==> src/include/cd_play_params.svh <==
// Purpose: constants of the disc play-state controller
// Assumes: 100 MHz clock
// Notes: definitions only
`ifndef CD_PLAY_PARAMS_SVH
`define CD_PLAY_PARAMS_SVH
`define CDP_CLK_NS 10
`define CDP_STD_NS 13300000
`define CDP_DBL_NS 6700000
`define CDP_OTH_NS 16700000
`define CDP_SEC_NS 1000000000
// cadences round down so no slot is ever late
`define CDP_STD_CYC (`CDP_STD_NS / `CDP_CLK_NS)
`define CDP_DBL_CYC (`CDP_DBL_NS / `CDP_CLK_NS)
`define CDP_OTH_CYC (`CDP_OTH_NS / `CDP_CLK_NS)
`define CDP_SEC_CYC (`CDP_SEC_NS / `CDP_CLK_NS)
`define CDP_FAD_W 24
`define CDP_REP_W 4
`define CDP_TMR_W 24
`define CDP_REP_CAP 4'he
`define CDP_REP_RST 4'h0
`define CDP_MAX_RST 4'h0
`define CDP_DISC_START 24'h000096
`define CDP_FAD_RST 24'h000096
`define CDP_FF_FAD 24'hffffff
`define CDP_FF_REP 4'hf
`define CDP_SBY_DEF 16'h0000
`define CDP_SBY_DEF_SEC 16'h00b4
`define CDP_SBY_MIN 16'h003c
`define CDP_SBY_MAX 16'h0384
`define CDP_CODE_BUSY 4'h0
`define CDP_CODE_PAUSE 4'h1
`define CDP_CODE_STANDBY 4'h2
`define CDP_CODE_PLAY 4'h3
`endif

==> src/include/cd_play_pkg.sv <==
// Purpose: types of the disc play-state controller
// Assumes: nothing
// Notes: gray codes along standby, busy, play, pause
package cd_play_pkg;
	typedef enum logic [1:0] {
		ST_STANDBY = 2'b00,
		ST_BUSY = 2'b01,
		ST_PLAY = 2'b11,
		ST_PAUSE = 2'b10
	} drive_state_e;
endpackage

==> src/rtl/cd_play_state_controller.sv <==
// Purpose: play-state controller of an optical-disc drive
// Assumes: all inputs come from logic on clock_i; commands are pulses
// Notes: drive mechanics report through sector_read_i and seek_done_i
// How it works
// - refresh report each drive slot, speed-dependent
// - hold report during command or response handling
// - after response read, refresh at next slot
// - address names sector now being read
// - play end leaves address at end plus one
// - pause reports last buffered sector plus one
// - repeat check when position leaves range
// - four-bit counts; repeat count caps at E
// - below maximum: seek start, play, count up
// - at maximum: pause here, raise play-end flag
// - range or maximum change clears repeat count
// - play in range plays without moving pickup
// - no repeat: pause, end flag on play end
// - seek or scan out of range pauses
// - home seek: motor off, standby, report all ones
// - home standby to pause moves to disc start
// - standby from pause keeps position and report
// - buffer full pauses and raises buffer-full flag
// - standby timeout setting decode, default 180 s
// - data reads never run at standard speed
`include "cd_play_params.svh"
module cd_play_state_controller
	import cd_play_pkg::*;
#(
	parameter int STD_CYC = `CDP_STD_CYC,
	parameter int DBL_CYC = `CDP_DBL_CYC,
	parameter int OTH_CYC = `CDP_OTH_CYC,
	parameter int SEC_CYC = `CDP_SEC_CYC
) (
	input wire logic clock_i,
	input wire logic rst_b_i,
	input wire logic cmd_play_i,
	input wire logic cmd_pause_i,
	input wire logic cmd_seek_i,
	input wire logic cmd_scan_i,
	input wire logic cmd_home_i,
	input wire logic cmd_standby_i,
	input wire logic range_set_i,
	input wire logic [23:0] range_start_i,
	input wire logic [23:0] range_end_i,
	input wire logic max_repeat_set_i,
	input wire logic [3:0] max_repeat_i,
	input wire logic [23:0] seek_fad_i,
	input wire logic sector_read_i,
	input wire logic buffer_full_i,
	input wire logic seek_done_i,
	input wire logic data_mode_i,
	input wire logic double_speed_i,
	input wire logic standby_time_set_i,
	input wire logic [15:0] standby_time_i,
	input wire logic resp_read_i,
	input wire logic play_end_clr_i,
	input wire logic buffer_full_clr_i,
	input wire logic subcode_q_clr_i,
	output logic [3:0] status_code_o,
	output logic [23:0] frame_address_o,
	output logic [3:0] repeat_count_o,
	output logic periodic_valid_o,
	output logic resp_pending_o,
	output logic play_end_flag_o,
	output logic buffer_full_flag_o,
	output logic subcode_q_ready_flag_o,
	output logic double_rate_o,
	output logic motor_on_o
);
	drive_state_e state_reg, state_next, after_reg, after_next;
	logic [23:0] fad_reg, fad_next, start_reg, end_reg;
	logic [3:0] max_reg, rep_reg;
	logic home_reg, home_next, motor_next;
	logic [23:0] rng_start, rng_end;
	logic [3:0] rep_eff, max_eff;
	logic cmd_ok, pri_clear, play_take, set_rng;
	logic in_range, seek_in, can_repeat;
	logic repeat_go, play_end_flag_set, buffer_full_flag_set, end_take, home_take, cmd_any;
	logic fast, tick, sby_expire, refresh;
	logic [23:0] period;

	// commands other than home are dropped during a busy seek
	assign cmd_ok = (state_reg != ST_BUSY);
	assign home_take = cmd_home_i;
	assign pri_clear = cmd_ok && !cmd_home_i && !cmd_standby_i && !cmd_seek_i
		&& !cmd_scan_i && !cmd_pause_i;
	assign play_take = pri_clear && cmd_play_i;
	assign set_rng = play_take && range_set_i;
	assign cmd_any = cmd_play_i | cmd_pause_i | cmd_seek_i | cmd_scan_i
		| cmd_home_i | cmd_standby_i;
	assign end_take = pri_clear && !cmd_play_i && state_reg == ST_PLAY
		&& !buffer_full_i && sector_read_i && fad_reg == end_reg;

	always_comb begin
		rng_start = set_rng ? range_start_i : start_reg;
		rng_end = set_rng ? range_end_i : end_reg;
		max_eff = max_repeat_set_i ? max_repeat_i : max_reg;
		rep_eff = (set_rng || max_repeat_set_i) ? `CDP_REP_RST : rep_reg;
		can_repeat = (rep_eff < max_eff);
		in_range = (fad_reg >= rng_start) && (fad_reg <= rng_end);
		seek_in = (seek_fad_i >= rng_start) && (seek_fad_i <= rng_end);
	end

	// one decision point for every transition; priority runs top down
	always_comb begin
		state_next = state_reg;
		after_next = after_reg;
		fad_next = fad_reg;
		home_next = home_reg;
		motor_next = motor_on_o;
		repeat_go = 1'b0;
		play_end_flag_set = 1'b0;
		buffer_full_flag_set = 1'b0;
		if (home_take) begin
			state_next = ST_BUSY;
			after_next = ST_STANDBY;
			home_next = 1'b1;
			motor_next = 1'b0;
		end else if (!cmd_ok) begin
			if (seek_done_i) begin
				state_next = after_reg;
			end
		end else if (cmd_standby_i) begin
			if (state_reg == ST_PAUSE) begin
				state_next = ST_STANDBY;
			end
		end else if (cmd_seek_i) begin
			state_next = ST_BUSY;
			after_next = ST_PAUSE;
			fad_next = seek_fad_i;
			home_next = 1'b0;
			motor_next = 1'b1;
			play_end_flag_set = !seek_in && !can_repeat;
		end else if (cmd_scan_i) begin
			state_next = ST_PAUSE;
			play_end_flag_set = !in_range && !can_repeat;
		end else if (cmd_pause_i) begin
			if (home_reg) begin
				state_next = ST_BUSY;
				after_next = ST_PAUSE;
				fad_next = `CDP_DISC_START;
				home_next = 1'b0;
				motor_next = 1'b1;
			end else begin
				// fad already names the sector after the last buffered one
				state_next = ST_PAUSE;
			end
		end else if (cmd_play_i) begin
			if (home_reg) begin
				state_next = ST_BUSY;
				after_next = ST_PLAY;
				fad_next = rng_start;
				home_next = 1'b0;
				motor_next = 1'b1;
			end else if (in_range) begin
				state_next = ST_PLAY;
				motor_next = 1'b1;
			end else if (can_repeat) begin
				repeat_go = 1'b1;
				state_next = ST_BUSY;
				after_next = ST_PLAY;
				fad_next = rng_start;
				motor_next = 1'b1;
			end else begin
				state_next = ST_PAUSE;
				play_end_flag_set = 1'b1;
			end
		end else if (state_reg == ST_PLAY && buffer_full_i) begin
			state_next = ST_PAUSE;
			buffer_full_flag_set = 1'b1;
		end else if (state_reg == ST_PLAY && sector_read_i) begin
			fad_next = fad_reg + 24'h000001;
			if (end_take) begin
				if (can_repeat) begin
					repeat_go = 1'b1;
					state_next = ST_BUSY;
					after_next = ST_PLAY;
					fad_next = rng_start;
				end else begin
					state_next = ST_PAUSE;
					play_end_flag_set = 1'b1;
				end
			end
		end else if (state_reg == ST_PAUSE && sby_expire) begin
			state_next = ST_STANDBY;
		end
	end

	always_ff @(posedge clock_i or negedge rst_b_i) begin
		if (!rst_b_i) begin
			state_reg <= ST_STANDBY;
			after_reg <= ST_STANDBY;
			fad_reg <= `CDP_FAD_RST;
			home_reg <= 1'b1;
			motor_on_o <= 1'b0;
		end else begin
			state_reg <= state_next;
			after_reg <= after_next;
			fad_reg <= fad_next;
			home_reg <= home_next;
			motor_on_o <= motor_next;
		end
	end

	// range and maximum survive home seeks and plain seeks
	always_ff @(posedge clock_i or negedge rst_b_i) begin
		if (!rst_b_i) begin
			start_reg <= `CDP_FAD_RST;
			end_reg <= `CDP_FAD_RST;
			max_reg <= `CDP_MAX_RST;
		end else begin
			if (set_rng) begin
				start_reg <= range_start_i;
				end_reg <= range_end_i;
			end
			if (max_repeat_set_i) begin
				max_reg <= max_repeat_i;
			end
		end
	end

	always_ff @(posedge clock_i or negedge rst_b_i) begin
		if (!rst_b_i) begin
			rep_reg <= `CDP_REP_RST;
		end else if (repeat_go && rep_eff < `CDP_REP_CAP) begin
			rep_reg <= rep_eff + 4'h1;
		end else begin
			rep_reg <= rep_eff;
		end
	end

	// set wins over clear on every flag
	always_ff @(posedge clock_i or negedge rst_b_i) begin
		if (!rst_b_i) begin
			play_end_flag_o <= 1'b0;
			buffer_full_flag_o <= 1'b0;
		end else begin
			play_end_flag_o <= play_end_flag_set | (play_end_flag_o & ~play_end_clr_i);
			buffer_full_flag_o <= buffer_full_flag_set | (buffer_full_flag_o & ~buffer_full_clr_i);
		end
	end

	// data reads have no standard-speed choice
	assign fast = data_mode_i | double_speed_i;

	always_ff @(posedge clock_i or negedge rst_b_i) begin
		if (!rst_b_i) begin
			double_rate_o <= 1'b1;
		end else begin
			double_rate_o <= fast;
		end
	end

	always_comb begin
		if (state_reg == ST_PLAY) begin
			period = fast ? 24'(DBL_CYC) : 24'(STD_CYC);
		end else begin
			period = 24'(OTH_CYC);
		end
	end

	period_timer #(.W(`CDP_TMR_W)) u_slot (
		.clock_i(clock_i), .rst_b_i(rst_b_i), .period_i(period), .tick_o(tick));
	standby_timer #(.SEC_CYC(SEC_CYC)) u_sby (
		.clock_i(clock_i), .rst_b_i(rst_b_i), .run_i(state_reg == ST_PAUSE),
		.setting_i(standby_time_i), .setting_load_i(standby_time_set_i),
		.expire_o(sby_expire));

	always_ff @(posedge clock_i or negedge rst_b_i) begin
		if (!rst_b_i) begin
			resp_pending_o <= 1'b0;
		end else begin
			resp_pending_o <= cmd_any | (resp_pending_o & ~resp_read_i);
		end
	end

	// a slot that meets a command or an unread response is skipped
	assign refresh = tick && !resp_pending_o && !cmd_any;

	always_ff @(posedge clock_i or negedge rst_b_i) begin
		if (!rst_b_i) begin
			status_code_o <= `CDP_CODE_STANDBY;
			frame_address_o <= `CDP_FF_FAD;
			repeat_count_o <= `CDP_FF_REP;
		end else if (refresh) begin
			case (state_reg)
				ST_BUSY: status_code_o <= `CDP_CODE_BUSY;
				ST_PAUSE: status_code_o <= `CDP_CODE_PAUSE;
				ST_PLAY: status_code_o <= `CDP_CODE_PLAY;
				default: status_code_o <= `CDP_CODE_STANDBY;
			endcase
			frame_address_o <= home_reg ? `CDP_FF_FAD : fad_reg;
			repeat_count_o <= home_reg ? `CDP_FF_REP : rep_reg;
		end
	end

	always_ff @(posedge clock_i or negedge rst_b_i) begin
		if (!rst_b_i) begin
			periodic_valid_o <= 1'b0;
		end else if (refresh) begin
			periodic_valid_o <= 1'b1;
		end else if (cmd_any) begin
			periodic_valid_o <= 1'b0;
		end
	end

	always_ff @(posedge clock_i or negedge rst_b_i) begin
		if (!rst_b_i) begin
			subcode_q_ready_flag_o <= 1'b0;
		end else begin
			subcode_q_ready_flag_o <= refresh | (subcode_q_ready_flag_o & ~subcode_q_clr_i);
		end
	end
endmodule

==> src/rtl/period_timer.sv <==
// Purpose: free-running slot timer, one tick per period
// Assumes: period_i is at least 2
// Notes: a new period takes effect at the next reload
module period_timer #(
	parameter int W = 24
) (
	input wire logic clock_i,
	input wire logic rst_b_i,
	input wire logic [W-1:0] period_i,
	output logic tick_o
);
	logic [W-1:0] cnt_reg;

	always_ff @(posedge clock_i or negedge rst_b_i) begin
		if (!rst_b_i) begin
			cnt_reg <= '0;
			tick_o <= 1'b0;
		end else if (cnt_reg == '0) begin
			cnt_reg <= period_i - W'(1);
			tick_o <= 1'b1;
		end else begin
			cnt_reg <= cnt_reg - W'(1);
			tick_o <= 1'b0;
		end
	end
endmodule

==> src/rtl/standby_timer.sv <==
// Purpose: pause-to-standby timeout in whole seconds
// Assumes: run_i drops once expire_o has been acted on
// Notes: zero loads the 180 s default; other out-of-range settings are ignored and keep the old limit
`include "cd_play_params.svh"
module standby_timer #(
	parameter int SEC_CYC = `CDP_SEC_CYC
) (
	input wire logic clock_i,
	input wire logic rst_b_i,
	input wire logic run_i,
	input wire logic [15:0] setting_i,
	input wire logic setting_load_i,
	output logic expire_o
);
	logic [15:0] limit_reg;
	logic [31:0] presc_reg;
	logic [15:0] sec_reg;
	logic sec_end;

	assign sec_end = (presc_reg == 32'(SEC_CYC - 1));

	always_ff @(posedge clock_i or negedge rst_b_i) begin
		if (!rst_b_i) begin
			limit_reg <= `CDP_SBY_DEF_SEC;
		end else if (setting_load_i) begin
			if (setting_i == `CDP_SBY_DEF) begin
				limit_reg <= `CDP_SBY_DEF_SEC;
			end else if (setting_i >= `CDP_SBY_MIN && setting_i <= `CDP_SBY_MAX) begin
				limit_reg <= setting_i;
			end
		end
	end

	always_ff @(posedge clock_i or negedge rst_b_i) begin
		if (!rst_b_i) begin
			presc_reg <= '0;
			sec_reg <= '0;
			expire_o <= 1'b0;
		end else if (!run_i) begin
			presc_reg <= '0;
			sec_reg <= '0;
			expire_o <= 1'b0;
		end else if (sec_end) begin
			presc_reg <= '0;
			sec_reg <= sec_reg + 16'h0001;
			expire_o <= (sec_reg + 16'h0001 == limit_reg);
		end else begin
			presc_reg <= presc_reg + 32'h1;
			expire_o <= 1'b0;
		end
	end
endmodule

==> config.mk <==
export PLATFORM = sky130hd
export DESIGN_NAME = cd_play_state_controller
export DESIGN_NICKNAME = d
export VERILOG_FILES = /design/src/include/cd_play_pkg.sv /design/src/rtl/cd_play_state_controller.sv /design/src/rtl/period_timer.sv /design/src/rtl/standby_timer.sv
export VERILOG_INCLUDE_DIRS = /design/src /design/src/include
export SDC_FILE = /design/constraint.sdc
export NUM_CORES = 1
export LEC_CHECK = 0
export BUFFER_PORTS_ARGS = -buffer_cell sky130_fd_sc_hd__buf_4
export CORE_AREA = 2 2 186 188
export CTS_BUF_LIST = sky130_fd_sc_hd__clkbuf_16
export DETAILED_ROUTE_END_ITERATION = 8
export DIE_AREA = 0 0 188 190
export PLACE_DENSITY = 0.58
export SYNTH_ARGS = -nofsm -noshare
export SYNTH_HDL_FRONTEND = slang
export SYNTH_SLANG_ARGS = --single-unit
==> constraint.sdc <==
create_clock -name clock_i -period 4.8 [get_ports clock_i]
set_input_delay 0.96 -clock clock_i [delete_from_list [all_inputs] [get_ports clock_i]]
set_output_delay 0.96 -clock clock_i [all_outputs]
set_load 0.01 [all_outputs]
# Word level (Yosys, flattened, before mapping)
# Cells that the tools add are included.
# W data, S select, Z words.
dict set report op_classes {
  n_addsub 6
  order_cmp 8
  eq_ne 21
  mux 117
  bitwise_logic 20
  reduce_logical 53
}
# op count
set ops {}
lappend ops {{$mux W24} 16}
lappend ops {{$mux W16} 4}
lappend ops {{$mux W32} 2}
lappend ops {{$mux W2} 31}
lappend ops {{$mux W1} 57}
lappend ops {{$ge A24 B24 Y1} 2}
lappend ops {{$le A24 B24 Y1} 2}
lappend ops {{$mux W21} 2}
lappend ops {{$add A32 B1 Y32 const B} 1}
lappend ops {{$eq A32 B27 Y1 const B} 1}
lappend ops {{$add A24 B1 Y24 const B} 1}
lappend ops {{$eq A24 B24 Y1} 1}
lappend ops {{$logic_not A24 Y1} 1}
lappend ops {{$sub A24 B1 Y24 const B} 1}
lappend ops {{$logic_and A1 B1 Y1} 23}
lappend ops {{$sub A21 B1 Y22 const B} 1}
lappend ops {{$add A16 B1 Y16 const B} 1}
lappend ops {{$eq A16 B16 Y1} 1}
lappend ops {{$ge A16 B6 Y1 const B} 1}
lappend ops {{$le A16 B10 Y1 const B} 1}
lappend ops {{$logic_not A16 Y1} 1}
lappend ops {{$mux W4} 4}
lappend ops {{$reduce_bool A5 Y1} 3}
lappend ops {{$logic_not A1 Y1} 12}
lappend ops {{28 further kinds} 55}
dict set report totals {
  register_bits 214
  input_bits 112
  output_inout_bits 39
  wordCells 249
}

# Longest topological paths before layout
# Gate-level depths: netlist of run 1.
dict set report depth {
  word_depth 24
  ltp_mapped 23
  ltp_nobuf 17
}

# Hierarchy
# Synthesis of run 1 repeated with hierarchy kept, for this count alone.
dict set report hier_totals {
  hier_cells 1537
  hier_area_um2 14326.2
}
# mod n_inst cells_per_inst area_each_um2 seq_area_each_um2
set by_module_without_submodules {}
lappend by_module_without_submodules {cd_play_state_controller 1 936 8814.7 3106.7}
lappend by_module_without_submodules {standby_timer 1 387 3704.8 1631.6}
lappend by_module_without_submodules {period_timer 1 214 1806.7 625.6}

# Worst setup path after synthesis of run 1
# No wires, ideal clock.
dict set report synth_timing {
  path_kind {input port to flip-flop}
  startpoint {in cmd_play_i}
  endpoint {reg fad_reg[10]}
  setup_time_ps 125
  t_arrival_ps 5444
  path_slack_ps -769
  cell_stages 19
  path_cell_list {clkbuf_1 -> and4bb_1 -> nand2_1 -> buf_2 -> buf_1 -> buf_1 -> clkbuf_1 -> mux2i_1 -> ha_1 -> and4_1 -> and2_1 -> nand3_1 -> mux2_2 -> o31ai_1 -> o21ai_1 -> a211oi_2 -> nand2_2 -> buf_6 -> mux2_4}
}
dict set report synth_via {
  elab_chain_cells 13
  elab_cells_between_ends 32
  cone_classes {order compare (3); eq/ne (3); mux (14); reduce/logical (12)}
}
# item line_no
set synth_lines {}
lappend synth_lines {{from (decl)} cd_play_state_controller.sv:36} ;# input wire logic cmd_play_i,
lappend synth_lines {{$logic_and A1 B1 Y1 or $logic_not A1 Y1 (tied branches)} {cd_play_state_controller.sv:87, cd_play_state_controller.sv:91}}
lappend synth_lines {{$logic_and A1 B1 Y1 (on tied branches)} {cd_play_state_controller.sv:88, cd_play_state_controller.sv:91}}
lappend synth_lines {{$logic_or A1 B1 Y1 or $logic_and A1 B1 Y1 (tied branches)} {cd_play_state_controller.sv:98, cd_play_state_controller.sv:91}}
lappend synth_lines {{$mux W4 or $logic_and A1 B1 Y1 (tied branches)} {cd_play_state_controller.sv:98, cd_play_state_controller.sv:92}}
lappend synth_lines {{$lt A4 B4 Y1 or $logic_and A1 B1 Y1 (tied branches)} {cd_play_state_controller.sv:99, cd_play_state_controller.sv:92}}
lappend synth_lines {{$mux W24 or $logic_and A1 B1 Y1 (tied branches)} {cd_play_state_controller.sv:174, cd_play_state_controller.sv:92}}
lappend synth_lines {{$mux W24} cd_play_state_controller.sv:173} ;# if (end_take) begin
lappend synth_lines {{$mux W24} cd_play_state_controller.sv:171} ;# end else if (state_reg == ST_PLAY && sector_read_i) begin
lappend synth_lines {{$mux W24} cd_play_state_controller.sv:168} ;# end else if (state_reg == ST_PLAY && buffer_full_i) begin
lappend synth_lines {{$mux W24} cd_play_state_controller.sv:148} ;# end else if (cmd_play_i) begin
lappend synth_lines {{$mux W24} cd_play_state_controller.sv:137} ;# end else if (cmd_pause_i) begin
lappend synth_lines {{$mux W24} cd_play_state_controller.sv:134} ;# end else if (cmd_scan_i) begin
lappend synth_lines {{$mux W24} cd_play_state_controller.sv:127} ;# end else if (cmd_seek_i) begin
lappend synth_lines {{to (signal assigned)} cd_play_state_controller.sv:193} ;# fad_reg <= `CDP_FAD_RST;
lappend synth_lines {{to (signal assigned)} cd_play_state_controller.sv:199} ;# fad_reg <= fad_next;
lappend synth_lines {{to (decl)} cd_play_state_controller.sv:71} ;# logic [23:0] fad_reg, fad_next, start_reg, end_reg;
# Several ways; a longest one is shown, not always the timed one. The select of a mux whose other input is x is not followed.
# A chain may end at the register's enable or synchronous reset.

# Worst setup path after layout of run 1
dict set report layout_timing {
  startpoint {reg state_reg[0]}
  endpoint {reg fad_reg[16]}
}
dict set report layout_via {
  elab_chain_cells 19
  elab_cells_between_ends 40
  cone_classes {order compare (3); eq/ne (5); mux (14); reduce/logical (18)}
}
# item line_no
set layout_lines {}
lappend layout_lines {{from (decl)} cd_play_state_controller.sv:70} ;# drive_state_e state_reg, state_next, after_reg, after_next;
lappend layout_lines {{from (signal assigned)} cd_play_state_controller.sv:197} ;# state_reg <= state_next;
lappend layout_lines {{$ne A2 B1 Y1} cd_play_state_controller.sv:83} ;# assign cmd_ok = (state_reg != ST_BUSY);
lappend layout_lines {{$logic_and A1 B1 Y1 (3 in series)} cd_play_state_controller.sv:85} ;# assign pri_clear = cmd_ok && !cmd_home_i && !cmd_standby_i && !cmd_seek_i
lappend layout_lines {{$logic_and A1 B1 Y1 (2 in series)} cd_play_state_controller.sv:86} ;# && !cmd_scan_i && !cmd_pause_i;
lappend layout_lines {{$logic_and A1 B1 Y1} cd_play_state_controller.sv:87} ;# assign play_take = pri_clear && cmd_play_i;
lappend layout_lines {{$logic_and A1 B1 Y1} cd_play_state_controller.sv:88} ;# assign set_rng = play_take && range_set_i;
lappend layout_lines {{$logic_or A1 B1 Y1} cd_play_state_controller.sv:98} ;# rep_eff = (set_rng || max_repeat_set_i) ? `CDP_REP_RST : rep_reg;
lappend layout_lines {{$mux W4} cd_play_state_controller.sv:98}
lappend layout_lines {{$lt A4 B4 Y1} cd_play_state_controller.sv:99} ;# can_repeat = (rep_eff < max_eff);
lappend layout_lines {{$mux W24} cd_play_state_controller.sv:174} ;# if (can_repeat) begin
lappend layout_lines {{$mux W24} cd_play_state_controller.sv:173}
lappend layout_lines {{$mux W24} cd_play_state_controller.sv:171}
lappend layout_lines {{$mux W24} cd_play_state_controller.sv:168}
lappend layout_lines {{$mux W24} cd_play_state_controller.sv:148}
lappend layout_lines {{$mux W24} cd_play_state_controller.sv:137}
lappend layout_lines {{$mux W24} cd_play_state_controller.sv:134}
lappend layout_lines {{$mux W24} cd_play_state_controller.sv:127}
# Several ways; a longest one is shown, not always the timed one. The select of a mux whose other input is x is not followed.

==> parameters.txt, run 1 <==
Parameter                              Value

Power and ir drop
  Proportion of power drawn by combinational gates ... 0.316
  Power consumption ... between 6 and 7 mW
  Power density cells ... 387 mW/mm2
  Leakage dissipation ... between 7 and 8 nW
  Reg power frac ... 0.383
  Power dissipated by switching net loads ... around 2.2 mW
  Switching share of power ... 0.358
  Max rail drop VDD ... about 270 uV
  Cell-internal power ... between 4 and 5 mW
  Share of total power in the clock network ... 0.301

Timing
  Pin slew with the least headroom to its limit ... roughly 1 ns
  Setup Skew ... 0.0297 ns
  Final critical-path share of the clock period ... 0.928
  Fmax ... about 220 MHz
  Worst-case headroom to the max-slew limit ... 0.321
  Final Slew Violations ... 0
  Final setup viols ... 0
  RSZ-0062 raised after global routing ... false
  Worst setup margin ... between 0.3 and 0.4 ns
  Total count of hold-check failures in the final report ... 0
  Sum of negative setup slack ... 0 ns
  Shortest clock period the worst path allows after layout ... about 4.5 ns

Synthesis
  Warnings from Yosys ... 0
  Most frequently used flop master after synthesis ... sky130_fd_sc_hd__dfrtp_1
  Avg Inst Size Synth ... 9.40 um2
  Async set-reset flop share out of synthesis ... 1.00
  Count of flip-flops with a built-in enable after synthesis ... 0
  Count of state elements after synthesis ... 212
  Cells after Synth ... approximately 1,400
  Post-synthesis instance area ... 0.0133 mm2
  Number of distinct library cells after synthesis ... between 70 and 80
  Seq/Total Area, Yosys ... 0.402

Clock network
  Post-cts hold buffer count ... 0
  Inserted Clock Buffers ... 26
  Setup Buffers After CTS ... 0
  Number of clock sinks ... 212
  CTS tree ... yes
  Resized cells post-CTS ... 0
  Clock latency of the later-clocked register in the worst-skew pair ... roughly 0.56 ns
  Total number of H-tree levels ... 1
  Maximum buffer depth of the clock tree ... 3
  Clock root buffer ... sky130_fd_sc_hd__clkbuf_16
  Clock slew at reported path FFs ... 0.06 ns

Detailed routing
  Routed wirelength normalized by instance count ... approximately 19 um
  Detailed-route DRC error count ... 0
  Number of routed nets with antenna violations ... 0
  DRT iter0 DRCs ... 723
  Via count ... roughly 11,000
  Final wirelength ... about 39,000 um
  Detailed-route vias per instance ... approximately 5.3
  Total iterations of the first detailed-routing run ... 5

Layout
  Most common cell after layout, fill and taps aside ... sky130_fd_sc_hd__buf_4
  Final net count ... 1,816
  Layout cells sized above 1 ... 0.214
  Area growth from synthesis to final layout ... 21.1%
  Most frequent cells in the layout ... sky130_fd_sc_hd__buf_4 (213), sky130_fd_sc_hd__dfrtp_1 (165), sky130_fd_sc_hd__nand2_1 (141), sky130_fd_sc_hd__nor2_1 (123), sky130_fd_sc_hd__ha_1 (101)
  Flip-flop count of the largest register after layout ... 32

Setup path
  Crit Path Class ... reg2reg
  Category of the worst setup path launch point ... flop
  Slowest library cell on the worst path ... sky130_fd_sc_hd__or4bb_1
  Crit path from ... state_reg[0]
  Kind of capture point of the worst setup path ... flop
  Worst flop-to-flop path startpoint ... state_reg[0]
  Crit path required time ... around 5.2 ns
  Worst path buffer plus inverter count ... 2
  Cells traversed along the worst timing path ... ha_1 > or4bb_1 > nor2_4 > buf_12 > mux2i_1 > ha_1 > nand4_1 > nor2_1 > nand3_1 > mux2_2 > o31ai_1 > o21ai_1 > a211oi_2 > nand2_2 > buf_4 > mux2_4
  Critical path fanouts, max ... 13
  Most used cell, CP ... sky130_fd_sc_hd__ha_1
  Max stage delay on crit path ... roughly 0.58 ns
  CP delay by family, top ... simple AND/OR/NAND/NOR gates
  Data arrival time of the worst path ... between 4 and 5 ns

Flow run
  Max capacitance violation total ... 0

Placement
  Worst slack at placement ... -0.0766 ns
  Gpl congestion ... a little under 0.9
  Count of input and output buffers ... roughly 150
  Total half-perimeter wirelength after legalization and detailed placement ... between 20,000 and 30,000 um

Status
  Status ... finished, final reports clean

Floorplan
  I/O pins ... approximately 150
  Area of the die ... ~0.036 mm2
  Effective utilization at floorplan ... 0.393
  Die Y ... about 190 um
  Core region area ... roughly 0.034 mm2
  Overall die width ... 188 um
  Std cell rows ... between 60 and 70

GRT
  GRT Resource Usage Total ... 0.217
  Overflow after GRT ... 0
  Initial antenna violation count ... 2
  Global-route wire length before repair ... about 62,000 um
  Largest net degree at the start of global routing ... 113
  Via count of the first global-routing pass ... between 10,000 and 15,000

Worst hold path
  Hold_sp ... u_slot.cnt_reg[0]
  Hold WC Path Type ... reg2reg
## metal layers
metal / up-vias / track usage / wire (um)
li1: 5353 / - / -
met5: - / 0 / 16
met2: 294 / 0.353 / 17600
met3: 45 / 0.0398 / 2130
met1: 5368 / 0.300 / 18100
met4: 2 / 0.0521 / 725
## power by group through the flow
stage               logic [mW]  clock network (mW)  registers, mW
finish                    1.97                1.89           2.39
global route              2.20                2.00           2.42
CTS                       1.96                1.92           2.39
detailed placement        1.95                   0           2.42
global placement          1.91                   0           2.42
floorplan                 1.40                   0           2.17
## cell families (layout without fill, tap and decap cells)
group                    after synthesis  in the layout  share of synthesized area
AO/OA/AOI/OAI                        235            235                      0.113
XOR/XNOR                             133            133                     0.0874
adder cells (fa/ha/maj)              103            103                     0.0963
buffers and inverters                141            344                     0.0430
flip-flops                           212            212                      0.402
multiplexers                          88             88                     0.0731
other                                  1              3                   0.000281
AND/OR/NAND/NOR                      505            505                      0.185
## final timing paths
path                                     end  slack (ns)  cells after the start
hold / removal             u_slot.cnt_reg[0]        0.46                      1
min in group asynchronous      start_reg[23]        0.51                      1
setup / recovery                 fad_reg[16]        0.35                     16
hold reg to reg            u_slot.cnt_reg[0]        0.46                      1
max in group asynchronous         end_reg[1]        3.26                      2
setup reg to reg                 fad_reg[16]        0.35                     16
## synth_stat cells, types with 3 or more instances
library cell                  n  share of area
sky130_fd_sc_hd__dfstp_2     47          0.093
sky130_fd_sc_hd__buf_2        4         0.0015
sky130_fd_sc_hd__or3_1       12         0.0056
sky130_fd_sc_hd__and3_1      19         0.0089
sky130_fd_sc_hd__or4_1        8         0.0045
sky130_fd_sc_hd__o22ai_1      5         0.0023
sky130_fd_sc_hd__nand4_1     30          0.014
sky130_fd_sc_hd__a22o_1       8         0.0053
sky130_fd_sc_hd__nor2b_1      9         0.0042
sky130_fd_sc_hd__buf_4        4         0.0023
sky130_fd_sc_hd__xor2_1      44          0.029
sky130_fd_sc_hd__nor3_1      38          0.014
sky130_fd_sc_hd__a21o_1      14         0.0079
sky130_fd_sc_hd__nor4_1      14         0.0066
sky130_fd_sc_hd__mux2i_1     61          0.046
sky130_fd_sc_hd__nand2_1    143          0.040
sky130_fd_sc_hd__mux2_2      10         0.0084
sky130_fd_sc_hd__o2111ai_1    3         0.0020
sky130_fd_sc_hd__dfrtp_1    165           0.31
sky130_fd_sc_hd__o21a_1       5         0.0028
sky130_fd_sc_hd__clkbuf_1    48          0.014
sky130_fd_sc_hd__nand2b_1     6         0.0028
sky130_fd_sc_hd__inv_1       79          0.022
sky130_fd_sc_hd__or2_2        6         0.0028
sky130_fd_sc_hd__buf_6        3         0.0025
sky130_fd_sc_hd__a21boi_0     5         0.0028
sky130_fd_sc_hd__ha_1       101          0.095
sky130_fd_sc_hd__nor2_1     123          0.035
sky130_fd_sc_hd__a21oi_1     55          0.021
sky130_fd_sc_hd__a221o_1      6         0.0045
sky130_fd_sc_hd__nor4b_1      3         0.0020
sky130_fd_sc_hd__xnor2_1     89          0.058
sky130_fd_sc_hd__a211oi_1    12         0.0068
sky130_fd_sc_hd__and4_1       5         0.0033
sky130_fd_sc_hd__o211ai_1     5         0.0028
sky130_fd_sc_hd__nand3_1     50          0.019
sky130_fd_sc_hd__a22oi_1      3         0.0017
sky130_fd_sc_hd__a31oi_1      4         0.0019
sky130_fd_sc_hd__and2_1      27          0.013
sky130_fd_sc_hd__mux2_4      16          0.018
sky130_fd_sc_hd__o31ai_1      3         0.0017
sky130_fd_sc_hd__o21ai_0     81          0.030
## layout make-up
cell class                      instances  area, um2
Fill cell                            3249      17800
Multi-Input combinational cell       1066       7410
Sequential cell                       212       5360
Timing Repair Buffer                  218       1690
Clock buffer                           26        651
Tap cell                              455        569
Inverter                               79        297
Clock inverter                         21        160
Antenna cell                            1       2.50
## through the flow
stage / hold WS [ns] / cell area, um2 / utilization / instances
3_5_place_dp: 0.456 / 15300 / 0.452 / 2030
3_3_place_gp: 0.457 / 15300 / 0.452 / 2030
4_1_cts: 0.464 / 16100 / 0.476 / 2077
5_1_grt: 0.487 / 16100 / 0.476 / 2077
6_report: 0.465 / 16100 / 0.476 / 2078
2_1_floorplan: 0.429 / 13400 / - / 1419
No activity file was read; power rests on OpenSTA's default activity.
==> inputs of run 2 (changes only) <==
--- a/config.mk
+++ b/config.mk
@@ -7,11 +7,13 @@
 export NUM_CORES = 1
 export LEC_CHECK = 0
 export BUFFER_PORTS_ARGS = -buffer_cell sky130_fd_sc_hd__buf_4
-export CORE_AREA = 2 2 186 188
+export CELL_PAD_IN_SITES_DETAIL_PLACEMENT = 1
+export CELL_PAD_IN_SITES_GLOBAL_PLACEMENT = 2
+export CORE_AREA = 2 2 202 204
 export CTS_BUF_LIST = sky130_fd_sc_hd__clkbuf_16
 export DETAILED_ROUTE_END_ITERATION = 8
-export DIE_AREA = 0 0 188 190
-export PLACE_DENSITY = 0.58
+export DIE_AREA = 0 0 204 206
+export PLACE_DENSITY = 0.74
 export SYNTH_ARGS = -nofsm -noshare
 export SYNTH_HDL_FRONTEND = slang
 export SYNTH_SLANG_ARGS = --single-unit
==> parameters.txt, run 2 (synthesized netlist as in run 1, its figures left out) <==
Parameter                              Value

Setup path
  Crit Path Class ... reg2reg
  Crit path required time ... 5.29 ns (+0.07 ns)
  Slowest library cell on the worst path ... sky130_fd_sc_hd__or4bb_1
  Cells traversed along the worst timing path ... inv_1 > ha_1 > or4bb_1 > nor2_4 > buf_4 > mux2i_1 > inv_1 > ha_1 > nand2b_1 > a21oi_1 > o21ai_0 > a221oi_1 > maj3_1 > nor2_1 > o311ai_0 > o32a_1
  Category of the worst setup path launch point ... flop
  Worst R2R Path Depth ... 16 (unchanged)
  Data arrival time of the worst path ... 4.93 ns (+0.06 ns)
  CP delay by family, top ... compound AO/OA/AOI/OAI gates
  Worst r2r dst ... play_end_flag_o
  Worst flop-to-flop path startpoint ... state_reg[1]
  Critical path fanouts, max ... 5 (-8)
  Kind of capture point of the worst setup path ... flop
  Worst path buffer plus inverter count ... 3 (+1)
  Setup slack of the worst register-to-register path ... 0.36 ns (about the same)
  Max stage delay on crit path ... 0.60 ns (+0.02 ns)

GRT
  Global-route wire length before repair ... 68,700 um (+11%)
  Via count of the first global-routing pass ... 11,929 (+7.8%)
  Overflow after GRT ... 0 (unchanged)
  GRT Resource Usage Total ... 0.210 (-0.00685)
  Largest net degree at the start of global routing ... 115 (+1.8%)
  Initial antenna violation count ... 1 (-1)

Clock network
  Post-cts hold buffer count ... 0 (unchanged)
  CTS tree ... yes
  Setup Buffers After CTS ... 0 (unchanged)
  Clock latency of the later-clocked register in the worst-skew pair ... 0.55 ns (about the same)
  Inserted Clock Buffers ... 26 (unchanged)
  Resized cells post-CTS ... 0 (unchanged)
  Number of clock sinks ... 212 (unchanged)
  Maximum buffer depth of the clock tree ... 3 (unchanged)
  Clock root buffer ... sky130_fd_sc_hd__clkbuf_16
  Total number of H-tree levels ... 1 (unchanged)
  Clock slew at reported path FFs ... 0.06 ns (about the same)

Power and ir drop
  Reg power frac ... 0.375 (-0.008)
  Switching share of power ... 0.362 (+0.00354)
  Max rail drop VDD ... 220 uV (-19%)
  Power dissipated by switching net loads ... 2.29 mW (+2.3%)
  Power density cells ... 389 mW/mm2 (+0.54%)
  Share of total power in the clock network ... 0.301 (about the same)
  Leakage dissipation ... 7.72 nW (+0.44%)
  Power consumption ... 6.34 mW (+1.3%)
  Proportion of power drawn by combinational gates ... 0.323 (+0.007)
  Cell-internal power ... 4.04 mW (+0.74%)

Detailed routing
  Detailed-route vias per instance ... 5.17 (-3.0%)
  Number of routed nets with antenna violations ... 0 (unchanged)
  Routed wirelength normalized by instance count ... 20.2 um (+8.9%)
  DRT iter0 DRCs ... 434 (-40%)
  Total iterations of the first detailed-routing run ... 5 (unchanged)
  Via count ... 11,126 (+0.58%)
  Final wirelength ... 43,600 um (+13%)
  Detailed-route DRC error count ... 0 (unchanged)

Timing
  Sum of negative setup slack ... 0 ns (unchanged)
  Worst hold slack ... 0.465 ns (-0.000227 ns)
  Pin slew with the least headroom to its limit ... 1.09 ns (+0.0738 ns)
  Final Slew Violations ... 0 (unchanged)
  Shortest clock period the worst path allows after layout ... 4.44 ns (-0.0133 ns)
  Final setup viols ... 0 (unchanged)
  Fmax ... 225 MHz (+0.30%)
  Setup Skew ... 0.0120 ns (-0.0177 ns)
  Final critical-path share of the clock period ... 0.925 (-0.00277)
  Worst-case headroom to the max-slew limit ... 0.272 (-0.0486)
  RSZ-0062 raised after global routing ... false
  Total count of hold-check failures in the final report ... 0 (unchanged)

Floorplan
  Effective utilization at floorplan ... 0.332 (-0.0609)
  Std cell rows ... 74 (+8.8%)
  Core region area ... 0.0402 mm2 (+18%)
  Die Y ... 206 um (+8.4%)
  Area of the die ... 0.0420 mm2 (+18%)
  I/O pins ... 151 (unchanged)
  Overall die width ... 204 um (+8.5%)

Layout
  Flip-flop count of the largest register after layout ... 32 (unchanged)
  Area growth from synthesis to final layout ... 22.1%
  Most common cell after layout, fill and taps aside ... sky130_fd_sc_hd__buf_4
  Area of combinational cells with multiple inputs ... 0.00741 mm2 (unchanged)
  Post-route cell area ... 0.0163 mm2 (+0.76%)
  Number of filler instances in the final layout ... 4,679 (+44%)
  Most frequent cells in the layout ... sky130_fd_sc_hd__buf_4 (208), sky130_fd_sc_hd__dfrtp_1 (165), sky130_fd_sc_hd__nand2_1 (141), sky130_fd_sc_hd__nor2_1 (123), sky130_fd_sc_hd__ha_1 (101)
  Area taken by flip-flops and latches ... 0.00536 mm2 (unchanged)
  Layout cells sized above 1 ... 0.212 (-0.00234)
  Final net count ... 1,814 (-0.11%)

Worst hold path
  Hold path cells ... 1 (unchanged)
  Endpoint with the worst hold slack ... u_slot.cnt_reg[0]
  Hold_sp ... u_slot.cnt_reg[0]
  Hold WC Path Type ... reg2reg

Placement
  Gpl congestion ... 0.835 (-6.5%)
  Count of input and output buffers ... 148 (unchanged)
  Total cell area at the placement stage ... 0.0155 mm2 (+0.78%)
  Total half-perimeter wirelength after legalization and detailed placement ... 32,900 um (+14%)

Flow run
  Max capacitance violation total ... 0 (unchanged)

Status
  Status ... finished, final reports clean
## run 2: cell count changes in the layout (fill, tap and decap cells not counted), sizes merged
cell	before	now
clkinv	14	9
inv	83	88
buf	218	216
clkbuf	26	27
## run 2: layout make-up
cell class / instances / area share
multi-input cells: 1066 / 0.455
flip-flops and latches: 212 / 0.330
repair buffers: 216 / 0.106
clock buffers: 27 / 0.0415
well taps: 532 / 0.0409
inverters: 79 / 0.0182
clock inverters: 21 / 0.00854
diodes: 1 / 0.000154
## run 2: how the worst max path moves through the flow
stage                 start               to  slack (ns)  cells past startpoint
3_3_place_gp     cmd_home_i  play_end_flag_o        0.05                     15
4_1_cts        state_reg[1]  play_end_flag_o        0.35                     16
3_5_place_dp     cmd_home_i  play_end_flag_o       -0.09                     15
2_1_floorplan    cmd_home_i      fad_reg[10]        0.02                     19
6_report       state_reg[1]  play_end_flag_o        0.36                     16
5_1_grt        state_reg[1]  play_end_flag_o        0.02                     16
## run 2: power by group through the flow
stage | Combinational, mW | Clock, mW | Sequential (mW)
after floorplan | 1.40 | 0 | 2.17
after global placement | 1.97 | 0 | 2.40
after detailed placement | 2.03 | 0 | 2.41
after CTS | 2.06 | 1.98 | 2.38
after global routing | 2.28 | 2.05 | 2.41
final | 2.05 | 1.91 | 2.38
## run 2: per-layer routing
metal | up-vias | wire (um) | track usage
li1 | 5331 | - | -
met1 | 5562 | 21300 | 0.301
met2 | 181 | 20000 | 0.341
met3 | 52 | 1410 | 0.0240
met4 | 0 | 843 | 0.0492
met5 | - | 0 | 0
## run 2: stage by stage
| stage | worst slack, ns | utilization | cells |
|---|---|---|---|
| global route | 0.0242 | 0.405 | 2153 |
| floorplan | 0.0210 | - | 1419 |
| finish | 0.361 | 0.405 | 2154 |
| detailed placement | -0.0851 | 0.385 | 2105 |
| global placement | 0.0454 | 0.385 | 2105 |
| CTS | 0.351 | 0.405 | 2153 |
## run 2: worst reg2reg max path: cells and delay by family (launching register included)
family / cells / cell delay (ns)
compound gates: 5 / 1.63
simple gates: 4 / 0.95
fa+ha+maj: 3 / 0.80
flops: 1 / 0.37
mux: 1 / 0.23
buf+inv: 3 / 0.39
